===== config.mk =====
export PLATFORM = sky130hd
export DESIGN_NAME = ssl_device_flat
export DESIGN_NICKNAME = d
export VERILOG_FILES = /design/src/logic/ssl_pkg.sv /design/src/logic/ssl_link_if.sv /design/src/logic/ssl_device.sv /design/src/flat_wrapper.sv
export SDC_FILE = /design/constraint.sdc
export NUM_CORES = 1
export LEC_CHECK = 0
export BUFFER_PORTS_ARGS = -buffer_cell sky130_fd_sc_hd__buf_2
export CAP_MARGIN = 20
export CORE_ASPECT_RATIO = 0.7
export CORE_MARGIN = 4
export CORE_UTILIZATION = 25
export DETAILED_ROUTE_END_ITERATION = 10
export GPL_ROUTABILITY_DRIVEN = 0
export PLACE_DENSITY_LB_ADDON = 0.08
export SYNTH_ARGS = -nofsm -noshare
export SYNTH_HDL_FRONTEND = slang
export SYNTH_SLANG_ARGS = --single-unit

===== constraint.sdc =====
create_clock -name i_core_clk -period 2 [get_ports i_core_clk]
set_clock_uncertainty 0.15 [all_clocks]
set_input_delay 0.4 -clock i_core_clk [delete_from_list [all_inputs] [get_ports i_core_clk]]
set_output_delay 0.4 -clock i_core_clk [all_outputs]
set_load 0.05 [all_outputs]

===== src/logic/ssl_pkg.sv =====
package ssl_pkg;
    localparam int CFG_W   = 8;
    localparam int FB_W    = 16;
    localparam int REF_W   = 15;
    localparam int SHIFT_W = 16;
    localparam int CNT_W   = 6;
    localparam int LEN_W   = 6;
    localparam int DATA_W  = 24;
    localparam int PRE_W   = 4;
    localparam int TMR_W   = 8;

    localparam logic [CNT_W-1:0] LEN_CFG     = 6'h08;
    localparam logic [CNT_W-1:0] LEN_FB      = 6'h10;
    localparam logic [CNT_W-1:0] LEN_REF_S   = 6'h0F;
    localparam logic [CNT_W-1:0] LEN_REF_L   = 6'h18;
    localparam logic [CNT_W-1:0] LEN_RST_MIN = 6'h09;
    localparam logic [CNT_W-1:0] LEN_RST_MAX = 6'h0D;
    localparam logic [CNT_W-1:0] LEN_SAT     = 6'h21;

    // Reference output select field in the configuration register.
    localparam int REFSEL_LSB = 0;
    localparam int REFSEL_W   = 3;
    localparam logic [REFSEL_W-1:0] REF_OFF   = 3'h0;
    localparam logic [REFSEL_W-1:0] REF_PASS  = 3'h1;
    localparam logic [REFSEL_W-1:0] REF_DIV2  = 3'h2;
    localparam logic [REFSEL_W-1:0] REF_DIV16 = 3'h5;

    localparam logic [CFG_W-1:0] CFG_RESET = 8'h04;
    localparam logic [FB_W-1:0]  FB_RESET  = 16'h0000;
    localparam logic [REF_W-1:0] REF_RESET = 15'h0001;

    localparam int CORE_CLK_PERIOD_NS = 25;
    localparam int SCK_HALF_NS        = 125;
    localparam int SEL_SETUP_NS       = 100;
    localparam int SEL_HIGH_NS        = 300;

    typedef enum logic [2:0] {TGT_NONE, TGT_CFG, TGT_FB, TGT_REF, TGT_RST} ssl_target_t;

    // Least time rounded up to whole core cycles, never below one.
    function automatic logic [TMR_W-1:0] ssl_cycles(input int ns);
        int c;
        c = (ns + CORE_CLK_PERIOD_NS - 1) / CORE_CLK_PERIOD_NS;
        if (c < 1)
        begin
            c = 1;
        end
        return TMR_W'(c);
    endfunction

    function automatic ssl_target_t ssl_decode(input logic [CNT_W-1:0] n);
        ssl_target_t t;
        t = TGT_NONE;
        if (n == LEN_CFG)
        begin
            t = TGT_CFG;
        end
        else if (n == LEN_FB)
        begin
            t = TGT_FB;
        end
        else if (n == LEN_REF_S || n == LEN_REF_L)
        begin
            t = TGT_REF;
        end
        else if (n >= LEN_RST_MIN && n <= LEN_RST_MAX)
        begin
            t = TGT_RST;
        end
        return t;
    endfunction
endpackage


===== src/logic/ssl_link_if.sv =====
`timescale 1ns/1ps
interface ssl_link_if;
    logic shift_clk;
    logic port_select_n;
    logic serial_in;
    logic serial_out;
    logic serial_out_oe;

    modport dev
    (
        input  shift_clk,
        input  port_select_n,
        input  serial_in,
        output serial_out,
        output serial_out_oe
    );

    modport host
    (
        output shift_clk,
        output port_select_n,
        output serial_in,
        input  serial_out
    );
endinterface


===== src/logic/ssl_device.sv =====
`timescale 1ns/1ps
module ssl_device
    import ssl_pkg::*;
(
    input  wire logic                 i_core_clk,
    input  wire logic                 i_reset_n,
    ssl_link_if.dev                   link,
    input  wire logic                 i_crystal_amp_input,
    output logic [CFG_W-1:0]          o_synth_config,
    output logic [FB_W-1:0]           o_feedback_divide_ratio,
    output logic [REF_W-1:0]          o_reference_divide_ratio,
    output logic                      o_reset_pattern,
    output logic                      o_ref_div_pulse,
    output logic                      o_buffered_reference_output
);
    logic                 sck_q;
    logic                 sel_n_q;
    logic                 sync_q;
    logic [SHIFT_W-1:0]   shift_q;
    logic [CNT_W-1:0]     count_q;
    logic                 out_q;
    logic                 out_oe_q;
    logic [CFG_W-1:0]     cfg_q;
    logic [FB_W-1:0]      fb_q;
    logic [REF_W-1:0]     ref_q;
    logic                 rst_pat_q;
    logic                 ref_in_q;
    logic [REF_W-1:0]     ref_cnt_q;
    logic                 ref_pulse_q;
    logic [PRE_W-1:0]     pre_q;
    logic                 buffered_reference_output_q;

    logic                 sck_rise;
    logic                 sck_fall;
    logic                 active;
    logic                 commit;
    logic                 ref_rise;
    ssl_target_t          target;
    logic [REFSEL_W-1:0]  refsel;
    logic [1:0]           pre_idx;

    assign sck_rise = link.shift_clk & ~sck_q;
    assign sck_fall = ~link.shift_clk & sck_q;
    assign active   = ~link.port_select_n & sync_q;
    // A select edge seen while the clock was high is a desynchronising event, not a commit.
    assign commit   = link.port_select_n & ~sel_n_q & sync_q & ~sck_q;
    assign target   = ssl_decode(count_q);
    assign ref_rise = i_crystal_amp_input & ~ref_in_q;
    assign refsel   = cfg_q[REFSEL_LSB +: REFSEL_W];
    assign pre_idx  = 2'(refsel - REF_DIV2);

    always_ff @(posedge i_core_clk)
    begin
        if (!i_reset_n)
        begin
            sck_q    <= 1'b0;
            sel_n_q  <= 1'b1;
            ref_in_q <= 1'b0;
        end
        else
        begin
            sck_q    <= link.shift_clk;
            sel_n_q  <= link.port_select_n;
            ref_in_q <= i_crystal_amp_input;
        end
    end

    always_ff @(posedge i_core_clk)
    begin
        if (!i_reset_n)
        begin
            sync_q <= 1'b1;
        end
        else if (link.port_select_n && !link.shift_clk)
        begin
            sync_q <= 1'b1;
        end
        else if ((link.port_select_n != sel_n_q) && sck_q)
        begin
            sync_q <= 1'b0;
        end
    end

    // Edges are found by sampling the shift clock on the core clock, so each level must last a core cycle; a stopped clock is fine.
    always_ff @(posedge i_core_clk)
    begin
        if (!i_reset_n)
        begin
            shift_q <= '0;
            count_q <= '0;
        end
        else if (link.port_select_n)
        begin
            count_q <= '0;
        end
        else if (active && sck_rise)
        begin
            shift_q <= {shift_q[SHIFT_W-2:0], link.serial_in};
            if (count_q != LEN_SAT)
            begin
                count_q <= count_q + 1'b1;
            end
        end
    end

    // The extra half stage: the output bit is re-timed to the falling clock.
    always_ff @(posedge i_core_clk)
    begin
        if (!i_reset_n)
        begin
            out_q    <= 1'b0;
            out_oe_q <= 1'b0;
        end
        else
        begin
            out_oe_q <= ~link.port_select_n;
            if (active && sck_fall)
            begin
                out_q <= shift_q[SHIFT_W-1];
            end
        end
    end

    assign link.serial_out    = out_q;
    assign link.serial_out_oe = out_oe_q;

    // Registers move only at commit, never during shifting.
    always_ff @(posedge i_core_clk)
    begin
        if (!i_reset_n)
        begin
            cfg_q     <= CFG_RESET;
            fb_q      <= FB_RESET;
            ref_q     <= REF_RESET;
            rst_pat_q <= 1'b0;
        end
        else
        begin
            rst_pat_q <= 1'b0;
            if (commit)
            begin
                unique case (target)
                    TGT_CFG:
                    begin
                        cfg_q <= shift_q[CFG_W-1:0];
                    end
                    TGT_FB:
                    begin
                        fb_q <= shift_q[FB_W-1:0];
                    end
                    TGT_REF:
                    begin
                        ref_q <= shift_q[REF_W-1:0];
                    end
                    TGT_RST:
                    begin
                        cfg_q     <= CFG_RESET;
                        fb_q      <= FB_RESET;
                        ref_q     <= REF_RESET;
                        rst_pat_q <= 1'b1;
                    end
                    TGT_NONE:
                    begin
                        rst_pat_q <= 1'b0;
                    end
                endcase
            end
        end
    end

    always_ff @(posedge i_core_clk)
    begin
        if (!i_reset_n)
        begin
            ref_cnt_q   <= REF_RESET;
            ref_pulse_q <= 1'b0;
        end
        else
        begin
            ref_pulse_q <= 1'b0;
            if (rst_pat_q)
            begin
                ref_cnt_q <= ref_q;
            end
            else if (ref_rise)
            begin
                // A ratio of one or zero pulses on every reference edge.
                if (ref_cnt_q <= REF_W'(1))
                begin
                    ref_cnt_q   <= ref_q;
                    ref_pulse_q <= 1'b1;
                end
                else
                begin
                    ref_cnt_q <= ref_cnt_q - 1'b1;
                end
            end
        end
    end

    always_ff @(posedge i_core_clk)
    begin
        if (!i_reset_n)
        begin
            pre_q    <= '0;
            buffered_reference_output_q <= 1'b0;
        end
        else
        begin
            if (ref_rise)
            begin
                pre_q <= pre_q + 1'b1;
            end
            if (refsel == REF_OFF)
            begin
                buffered_reference_output_q <= 1'b0;
            end
            else if (refsel == REF_PASS)
            begin
                buffered_reference_output_q <= ref_in_q;
            end
            else if (refsel <= REF_DIV16)
            begin
                buffered_reference_output_q <= pre_q[pre_idx];
            end
            else
            begin
                buffered_reference_output_q <= 1'b0;
            end
        end
    end

    assign o_synth_config              = cfg_q;
    assign o_feedback_divide_ratio     = fb_q;
    assign o_reference_divide_ratio    = ref_q;
    assign o_reset_pattern             = rst_pat_q;
    assign o_ref_div_pulse             = ref_pulse_q;
    assign o_buffered_reference_output = buffered_reference_output_q;
endmodule


===== src/flat_wrapper.sv =====
// flat-port wrapper written by rule: the top's interface ports become plain ports
module ssl_device_flat import ssl_pkg::*;
  (i_core_clk, i_reset_n, i_crystal_amp_input, o_synth_config, o_feedback_divide_ratio, o_reference_divide_ratio, o_reset_pattern, o_ref_div_pulse, o_buffered_reference_output, link_shift_clk, link_port_select_n, link_serial_in, link_serial_out, link_serial_out_oe);
  ssl_link_if link_i ();
  input  wire logic i_core_clk;
  input  wire logic i_reset_n;
  input  wire logic i_crystal_amp_input;
  output logic [CFG_W-1:0] o_synth_config;
  output logic [FB_W-1:0] o_feedback_divide_ratio;
  output logic [REF_W-1:0] o_reference_divide_ratio;
  output logic o_reset_pattern;
  output logic o_ref_div_pulse;
  output logic o_buffered_reference_output;
  input wire logic [$bits(link_i.shift_clk)-1:0] link_shift_clk;
  input wire logic [$bits(link_i.port_select_n)-1:0] link_port_select_n;
  input wire logic [$bits(link_i.serial_in)-1:0] link_serial_in;
  output wire logic [$bits(link_i.serial_out)-1:0] link_serial_out;
  output wire logic [$bits(link_i.serial_out_oe)-1:0] link_serial_out_oe;
  assign link_i.shift_clk = link_shift_clk;
  assign link_i.port_select_n = link_port_select_n;
  assign link_i.serial_in = link_serial_in;
  assign link_serial_out = link_i.serial_out;
  assign link_serial_out_oe = link_i.serial_out_oe;
  ssl_device u_core (.i_core_clk(i_core_clk), .i_reset_n(i_reset_n), .link(link_i), .i_crystal_amp_input(i_crystal_amp_input), .o_synth_config(o_synth_config), .o_feedback_divide_ratio(o_feedback_divide_ratio), .o_reference_divide_ratio(o_reference_divide_ratio), .o_reset_pattern(o_reset_pattern), .o_ref_div_pulse(o_ref_div_pulse), .o_buffered_reference_output(o_buffered_reference_output));
endmodule

==> run summary, run 1 <==
Die span in x: 158.7 um
Maximum vdd drop: 0.0004943 V
Nets: 555
Min Tclk post-route: 1981 ps
FP Rows: 38
H-tree levels: 3
Fill cells: 1,608
Final std cells w/o fill: 746
Final setup viols: 0
Slowest CP cell: dfxtp_2
1st-iter DRT viols: 212
Routed len/inst: 16.37 um
Largest net degree at the start of global routing: 37
Slew @ Worst Pin: 495.3 ps
Maxcap violations: 0
Primary FF master, synth: dfxtp_1
Crit-path leading delay family: buffers and inverters
Post-Synthesis Cells: 460
Post-route ant nets: 0
Ports: 50
Fraction of layout cells with a size suffix above 1: 0.2729
Seq cells post-synth: 89
Final Cycle Share: 0.9904
FMAX: 0.5049 GHz
Reg2Reg Setup Slack: 20 ps
Clock tree buffer depth: 2
Reg clk slew, reported paths: 70 ps
WP data arrival: 2100 ps
Req. time, crit path: 2120 ps
PD cells: 1139 nW/um2
DRT Pass-1 Iters: 4
Via count: 3,511
Slew HR: 0.6662
CP Capture Type: register
Register area share after synthesis: 0.4481
Switching Share: 0.3647
Leakage: 2.166 nW
Area grow syn2layout: 30.40%
CTS sink count: 89
WHS: 142.0 ps
Worst skew pair latency: 340 ps
Syn Nets: 474
ANT cells: 0
Post-synthesis cell type count: 63
CP max stage delay: 320 ps
Die height: 113.5 um
CP cell instances: inv_2 -> ha_4 -> nand3b_1 -> a21oi_2 -> buf_4 -> nor2b_4 -> o21ai_4 -> buf_12 -> mux2i_2
HPWL after DPL: 8.995 mm
Critical path type: reg -> reg
Clock share of power: 0.275
Post-synth EDFFs: 0
Largest fanout on the critical path: 5
Max Slew Vio Count: 0
Final hold vios: 0
Status: complete, no violations
Setup WS pre-CTS: 30.60 ps
Design Power: 0.005906 W
Startpoint types: register
Hold Crit Class: in -> reg
Dpl cells: 726
Initial antenna violation count: 0
Seq pwr share: 0.336
Final WL: 12.21 mm
Vias in the first global route: 3,413
Core Region: 15,550 um2
Final setup margin: 19.24 ps
Syn_area_per_cell: 8.644 um2
Cell Int Power: 0.003752 W
Die area: 18,020 um2
Yosys warns: 0
Root Driver: clkbuf_16
RSZ-0062 raised after global routing: yes
Vias per inst: 4.706
Ys async rst share: 0
Logic pwr share: 0.389
GRT Overall Usage: 0.1363
DRC violations left: 0
Port Buffers: 49
Grt ovf: 0
Switching pwr: 0.002154 W
CTS tree: done
Cell area after synthesis: 3976 um2
CTS Buf Count: 9
First-pass GRT wire length: 19.33 mm
Initial Utilization: 0.2558
Buf+Inv Stages, Crit Path: 3
==> per-layer routing <==
metal	part of all wire	global-route usage	up-vias
li1	-	-	1791
met1	0.56	0.2161	1631
met2	0.38	0.1780	78
met3	0.050	0.03648	11
met4	0.010	0.03468	0
met5	0	0	-
==> cell usage in the layout (no fill, tap or decap), drive strengths merged, types with 4 or more instances in the layout <==
cell type  count
mux2i         28
dfxtp         89
inv           12
nor2          26
nand2         77
buf           98
o21ai         31
nand4          8
and3           6
nand2b         4
nand3         39
a31oi          4
o31ai          4
xnor2          5
nor4           5
nor3          15
ha             8
nor2b          4
a21oi         25
xor2           4
clkbuf        11
==> power by group through the flow <==
stage / Clock, W / Combinational, W / Sequential (W)
floorplan: 0 / 0.00110 / 0.00203
global placement: 0 / 0.00215 / 0.00202
detailed placement: 0 / 0.00213 / 0.00201
CTS: 0.00168 / 0.00214 / 0.00198
global route: 0.00175 / 0.00251 / 0.00200
finish: 0.00162 / 0.00230 / 0.00199
==> logic make-up after synthesis <==
| family | count (synthesis) | share of synthesized area |
|---|---|---|
| flops | 89 | 0.4481 |
| simple gates | 197 | 0.2426 |
| xor+xnor | 9 | 0.01982 |
| compound gates | 88 | 0.1435 |
| buf+inv | 40 | 0.04751 |
| fa+ha+maj | 8 | 0.02517 |
| mux | 29 | 0.07332 |
==> registers in the layout, summed over array words and instances (netlist names), 4 cells and up <==
name and cells:
u_core.o_feedback_divide_ratio 16, u_core.shift_q 16, u_core.count_q 6, u_core.o_synth_config 8, u_core.o_reference_divide_ratio 15, u_core.pre_q 4, u_core.ref_cnt_q 15
==> cell usage after synthesis, drive strengths merged, types with 3 or more instances <==
cell type,count,area [um2]
and3,6,38.79
o22ai,3,18.77
nor2b,4,32.53
nor3b,3,27.52
inv,11,41.29
xnor2,5,43.79
clkbuf,15,56.30
o21ai,31,177.7
nand2,77,291.5
o211ai,3,22.52
nand4,8,50.05
nor3,15,85.08
nand3,39,195.2
o31ai,4,30.03
buf,14,91.33
dfxtp,89,1782
mux2i,28,280.3
ha,8,100.1
and2,3,18.77
nand2b,4,32.53
a31oi,4,31.28
nor4,5,37.53
nor2,26,97.59
a21oi,25,128.9
xor2,4,35.03
==> layout make-up <==
class,instances,area [um2],area share
Clock inverter,6,42.54,0.008205
Clock buffer,10,239.0,0.04609
Multi-Input combinational cell,331,2118,0.4085
Timing Repair Buffer,99,704.4,0.1359
Sequential cell,89,1787,0.3446
Inverter,11,43.79,0.008446
Tap cell,200,250.2,0.04826
==> through the flow <==
step	TNS, ps	area, um2	util
5_1_grt	-800.2	5185	0.3335
6_report	0	5185	0.3335
3_3_place_gp	0	4742	0.3050
4_1_cts	0	5024	0.3231
2_1_floorplan	0	3976	-
3_5_place_dp	0	4742	0.3050
==> final timing paths <==
kind	cells after the start	end	startpoint
max reg2reg	9	u_core.o_feedback_divide_ratio[12]	u_core.count_q[0]
min	2	u_core.ref_in_q	i_crystal_amp_input
max	9	u_core.o_feedback_divide_ratio[12]	u_core.count_q[0]
min reg2reg	2	u_core.o_feedback_divide_ratio[3]	u_core.o_feedback_divide_ratio[3]
==> worst register-to-register path, stage by stage, from the launching register on <==
cell and delay, ps:
dfxtp_2 320, inv_2 110, ha_4 160, nand3b_1 90, a21oi_2 200, buf_4 170
nor2b_4 60, o21ai_4 250, buf_12 180, mux2i_2 210
==> repair_timing <==
action                     CTS  global route
hold buffers                 0             0
setup endpoints to repair    0            43
setup buffers                0             3
resized for setup            0            25
hold endpoints to repair     0             0
Note: power is estimated with default switching activity, not from simulation.
==> run 2: changes to the inputs <==
- CORE_MARGIN: 4 -> default
==> run summary, run 2 (synthesis results as in run 1) <==
R2R depth: 7 (-2)
Leakage: 2.143 nW (-1.1%)
Dpl cells: 723 (-0.41%)
Cell Int Power: 0.003794 W (+1.1%)
CP Capture Type: register
CP cell instances: inv_1 -> ha_1 -> o211a_1 -> a31oi_2 -> buf_4 -> o32ai_2 -> a31o_2
Largest fanout on the critical path: 6 (+1)
PD cells: 1160 nW/um2 (+1.9%)
Core Region: 15,500 um2 (-0.31%)
Grt ovf: 0 (unchanged)
FP Rows: 38 (unchanged)
WP data arrival: 2020 ps (-80 ps)
Max Slew Vio Count: 0 (unchanged)
CTS tree: done
1st-iter DRT viols: 367 (+73%)
Initial antenna violation count: 0 (unchanged)
Final std cells w/o fill: 741 (-0.67%)
Reg clk slew, reported paths: 70 ps (about the same)
Startpoint types: register
First-pass GRT wire length: 18.83 mm (-2.6%)
Most frequent cells in the layout: 87 x dfxtp_1, 76 x nand2_1, 49 x buf_2, 39 x nand3_1, 37 x buf_4
Die height: 107.5 um (-5.3%)
Final hold vios: 0 (unchanged)
Vias per inst: 4.798 (+1.9%)
Nets: 550 (-0.90%)
Largest net degree at the start of global routing: 30 (-19%)
Vias in the first global route: 3,254 (-4.7%)
DRC violations left: 3 (+3)
Worst skew pair latency: 350 ps (about the same)
Commonest non-fill, non-tap cell in the layout: dfxtp_1
Die area: 16,420 um2 (-8.9%)
Min Tclk post-route: 1929 ps (-51.46 ps)
Root Driver: clkbuf_16
ANT cells: 0 (unchanged)
RSZ-0062 raised after global routing: yes
Die span in x: 152.7 um (-3.8%)
Post-route ant nets: 0 (unchanged)
Critical path type: reg -> reg
Via count: 3,555 (+1.3%)
Ports: 50 (unchanged)
Final Cycle Share: 0.9646 (-0.02573)
Slew HR: 0.6579 (-0.008265)
CP max stage delay: 350 ps (+30 ps)
Final WL: 11.83 mm (-3.1%)
Area grow syn2layout: 28.79%
DRT Pass-1 Iters: 8 (+4)
Req. time, crit path: 2090 ps (-30 ps)
Fraction of layout cells with a size suffix above 1: 0.2606 (-0.01227)
HPWL after DPL: 8.691 mm (-3.4%)
CTS sink count: 89 (unchanged)
Clock share of power: 0.275 (about the same)
Failing checks: design-rule violations
Routed len/inst: 15.97 um (-2.5%)
Switching Share: 0.3614 (-0.003278)
Clock tree buffer depth: 2 (unchanged)
FMAX: 0.5183 GHz (+2.7%)
Maximum vdd drop: 0.0005778 V (+17%)
Initial Utilization: 0.2565 (+0.0007845)
Slew @ Worst Pin: 507.5 ps (+12.26 ps)
Logic pwr share: 0.392 (+0.003)
Seq pwr share: 0.333 (-0.003)
GRT Overall Usage: 0.1516 (+0.01536)
H-tree levels: 3 (unchanged)
CTS Buf Count: 9 (unchanged)
Status: complete, but fails checks
Final setup viols: 0 (unchanged)
Number of hold buffers added after CTS: 0 (unchanged)
Setup tns final: 0 ps (unchanged)
Hold Crit Class: in -> reg
Switching pwr: 0.002147 W (-0.30%)
Maxcap violations: 0 (unchanged)
Slowest CP cell: o211a_1
Hold depth: 2 (unchanged)
Port Buffers: 49 (unchanged)
run 2: cell count changes in the layout (fill, tap and decap cells not counted), sizes merged:
cell	previous run	this run
buf	98	94
inv	12	13
clkinvlp	2	0
clkinv	3	4
clkbuf	11	10
run 2: area by class of cell:
type | count | area, um2
Clock buffer | 10 | 239.0
Clock inverter | 6 | 41.29
Fill cell | 1627 | 10380
Inverter | 11 | 46.29
Multi-Input combinational cell | 331 | 2090
Sequential cell | 89 | 1789
Tap cell | 200 | 250.2
Timing Repair Buffer | 94 | 665.6
run 2: per-layer routing:
| metal | share of wire | vias to the layer above | track usage |
|---|---|---|---|
| met5 | 0 | - | 0 |
| met4 | 0.012 | 0 | 0.04113 |
| met3 | 0.058 | 12 | 0.04831 |
| met2 | 0.39 | 95 | 0.2051 |
| met1 | 0.54 | 1670 | 0.2247 |
| li1 | - | 1778 | - |
run 2: critical path: cells and delay by family (launching register included):
| kind | cells | cell delay (ps) |
|---|---|---|
| AOI/OAI and AO/OA | 4 | 870 |
| DFF | 1 | 340 |
| buffers and inverters | 2 | 270 |
| adders and majority gates | 1 | 200 |
run 2: final timing paths:
kind / from / to / slack, ps
max: u_core.ref_cnt_q[1] / u_core.ref_cnt_q[9] / 70
min reg2reg: u_core.o_feedback_divide_ratio[4] / u_core.o_feedback_divide_ratio[4] / 300
min: i_crystal_amp_input / u_core.ref_in_q / 130
max reg2reg: u_core.ref_cnt_q[1] / u_core.ref_cnt_q[9] / 70
run 2: through the flow:
| step | util | cell area, um2 | power, W | setup WS (ps) | hold slack, ps |
|---|---|---|---|---|---|
| final | 0.3304 | 5121 | 0.005941 | 70.70 | 134.2 |
| after global routing | 0.3304 | 5121 | 0.006275 | -8.995 | 125.2 |
| after CTS | 0.3241 | 5024 | 0.005844 | -0.8751 | 123.5 |
| after detailed placement | 0.3053 | 4732 | 0.004176 | -22.12 | 301.2 |
| after global placement | 0.3053 | 4732 | 0.004219 | 50.59 | 296.6 |
| after floorplan | - | 3976 | 0.003131 | 32.94 | 295.3 |
run 2: what timing repair did:
item,4_1_cts,5_1_grt
gates resized for setup,2,23
setup buffers,1,1
pin swaps,1,7
endpoints found under the setup margin,17,48
run 2: power by group through the flow:
stage | registers, W | logic, W | clock network, W
2_1_floorplan | 0.00203 | 0.00110 | 0
3_3_place_gp | 0.00202 | 0.00220 | 0
3_5_place_dp | 0.00201 | 0.00217 | 0
4_1_cts | 0.00197 | 0.00218 | 0.00170
5_1_grt | 0.00199 | 0.00250 | 0.00178
6_report | 0.00198 | 0.00233 | 0.00164
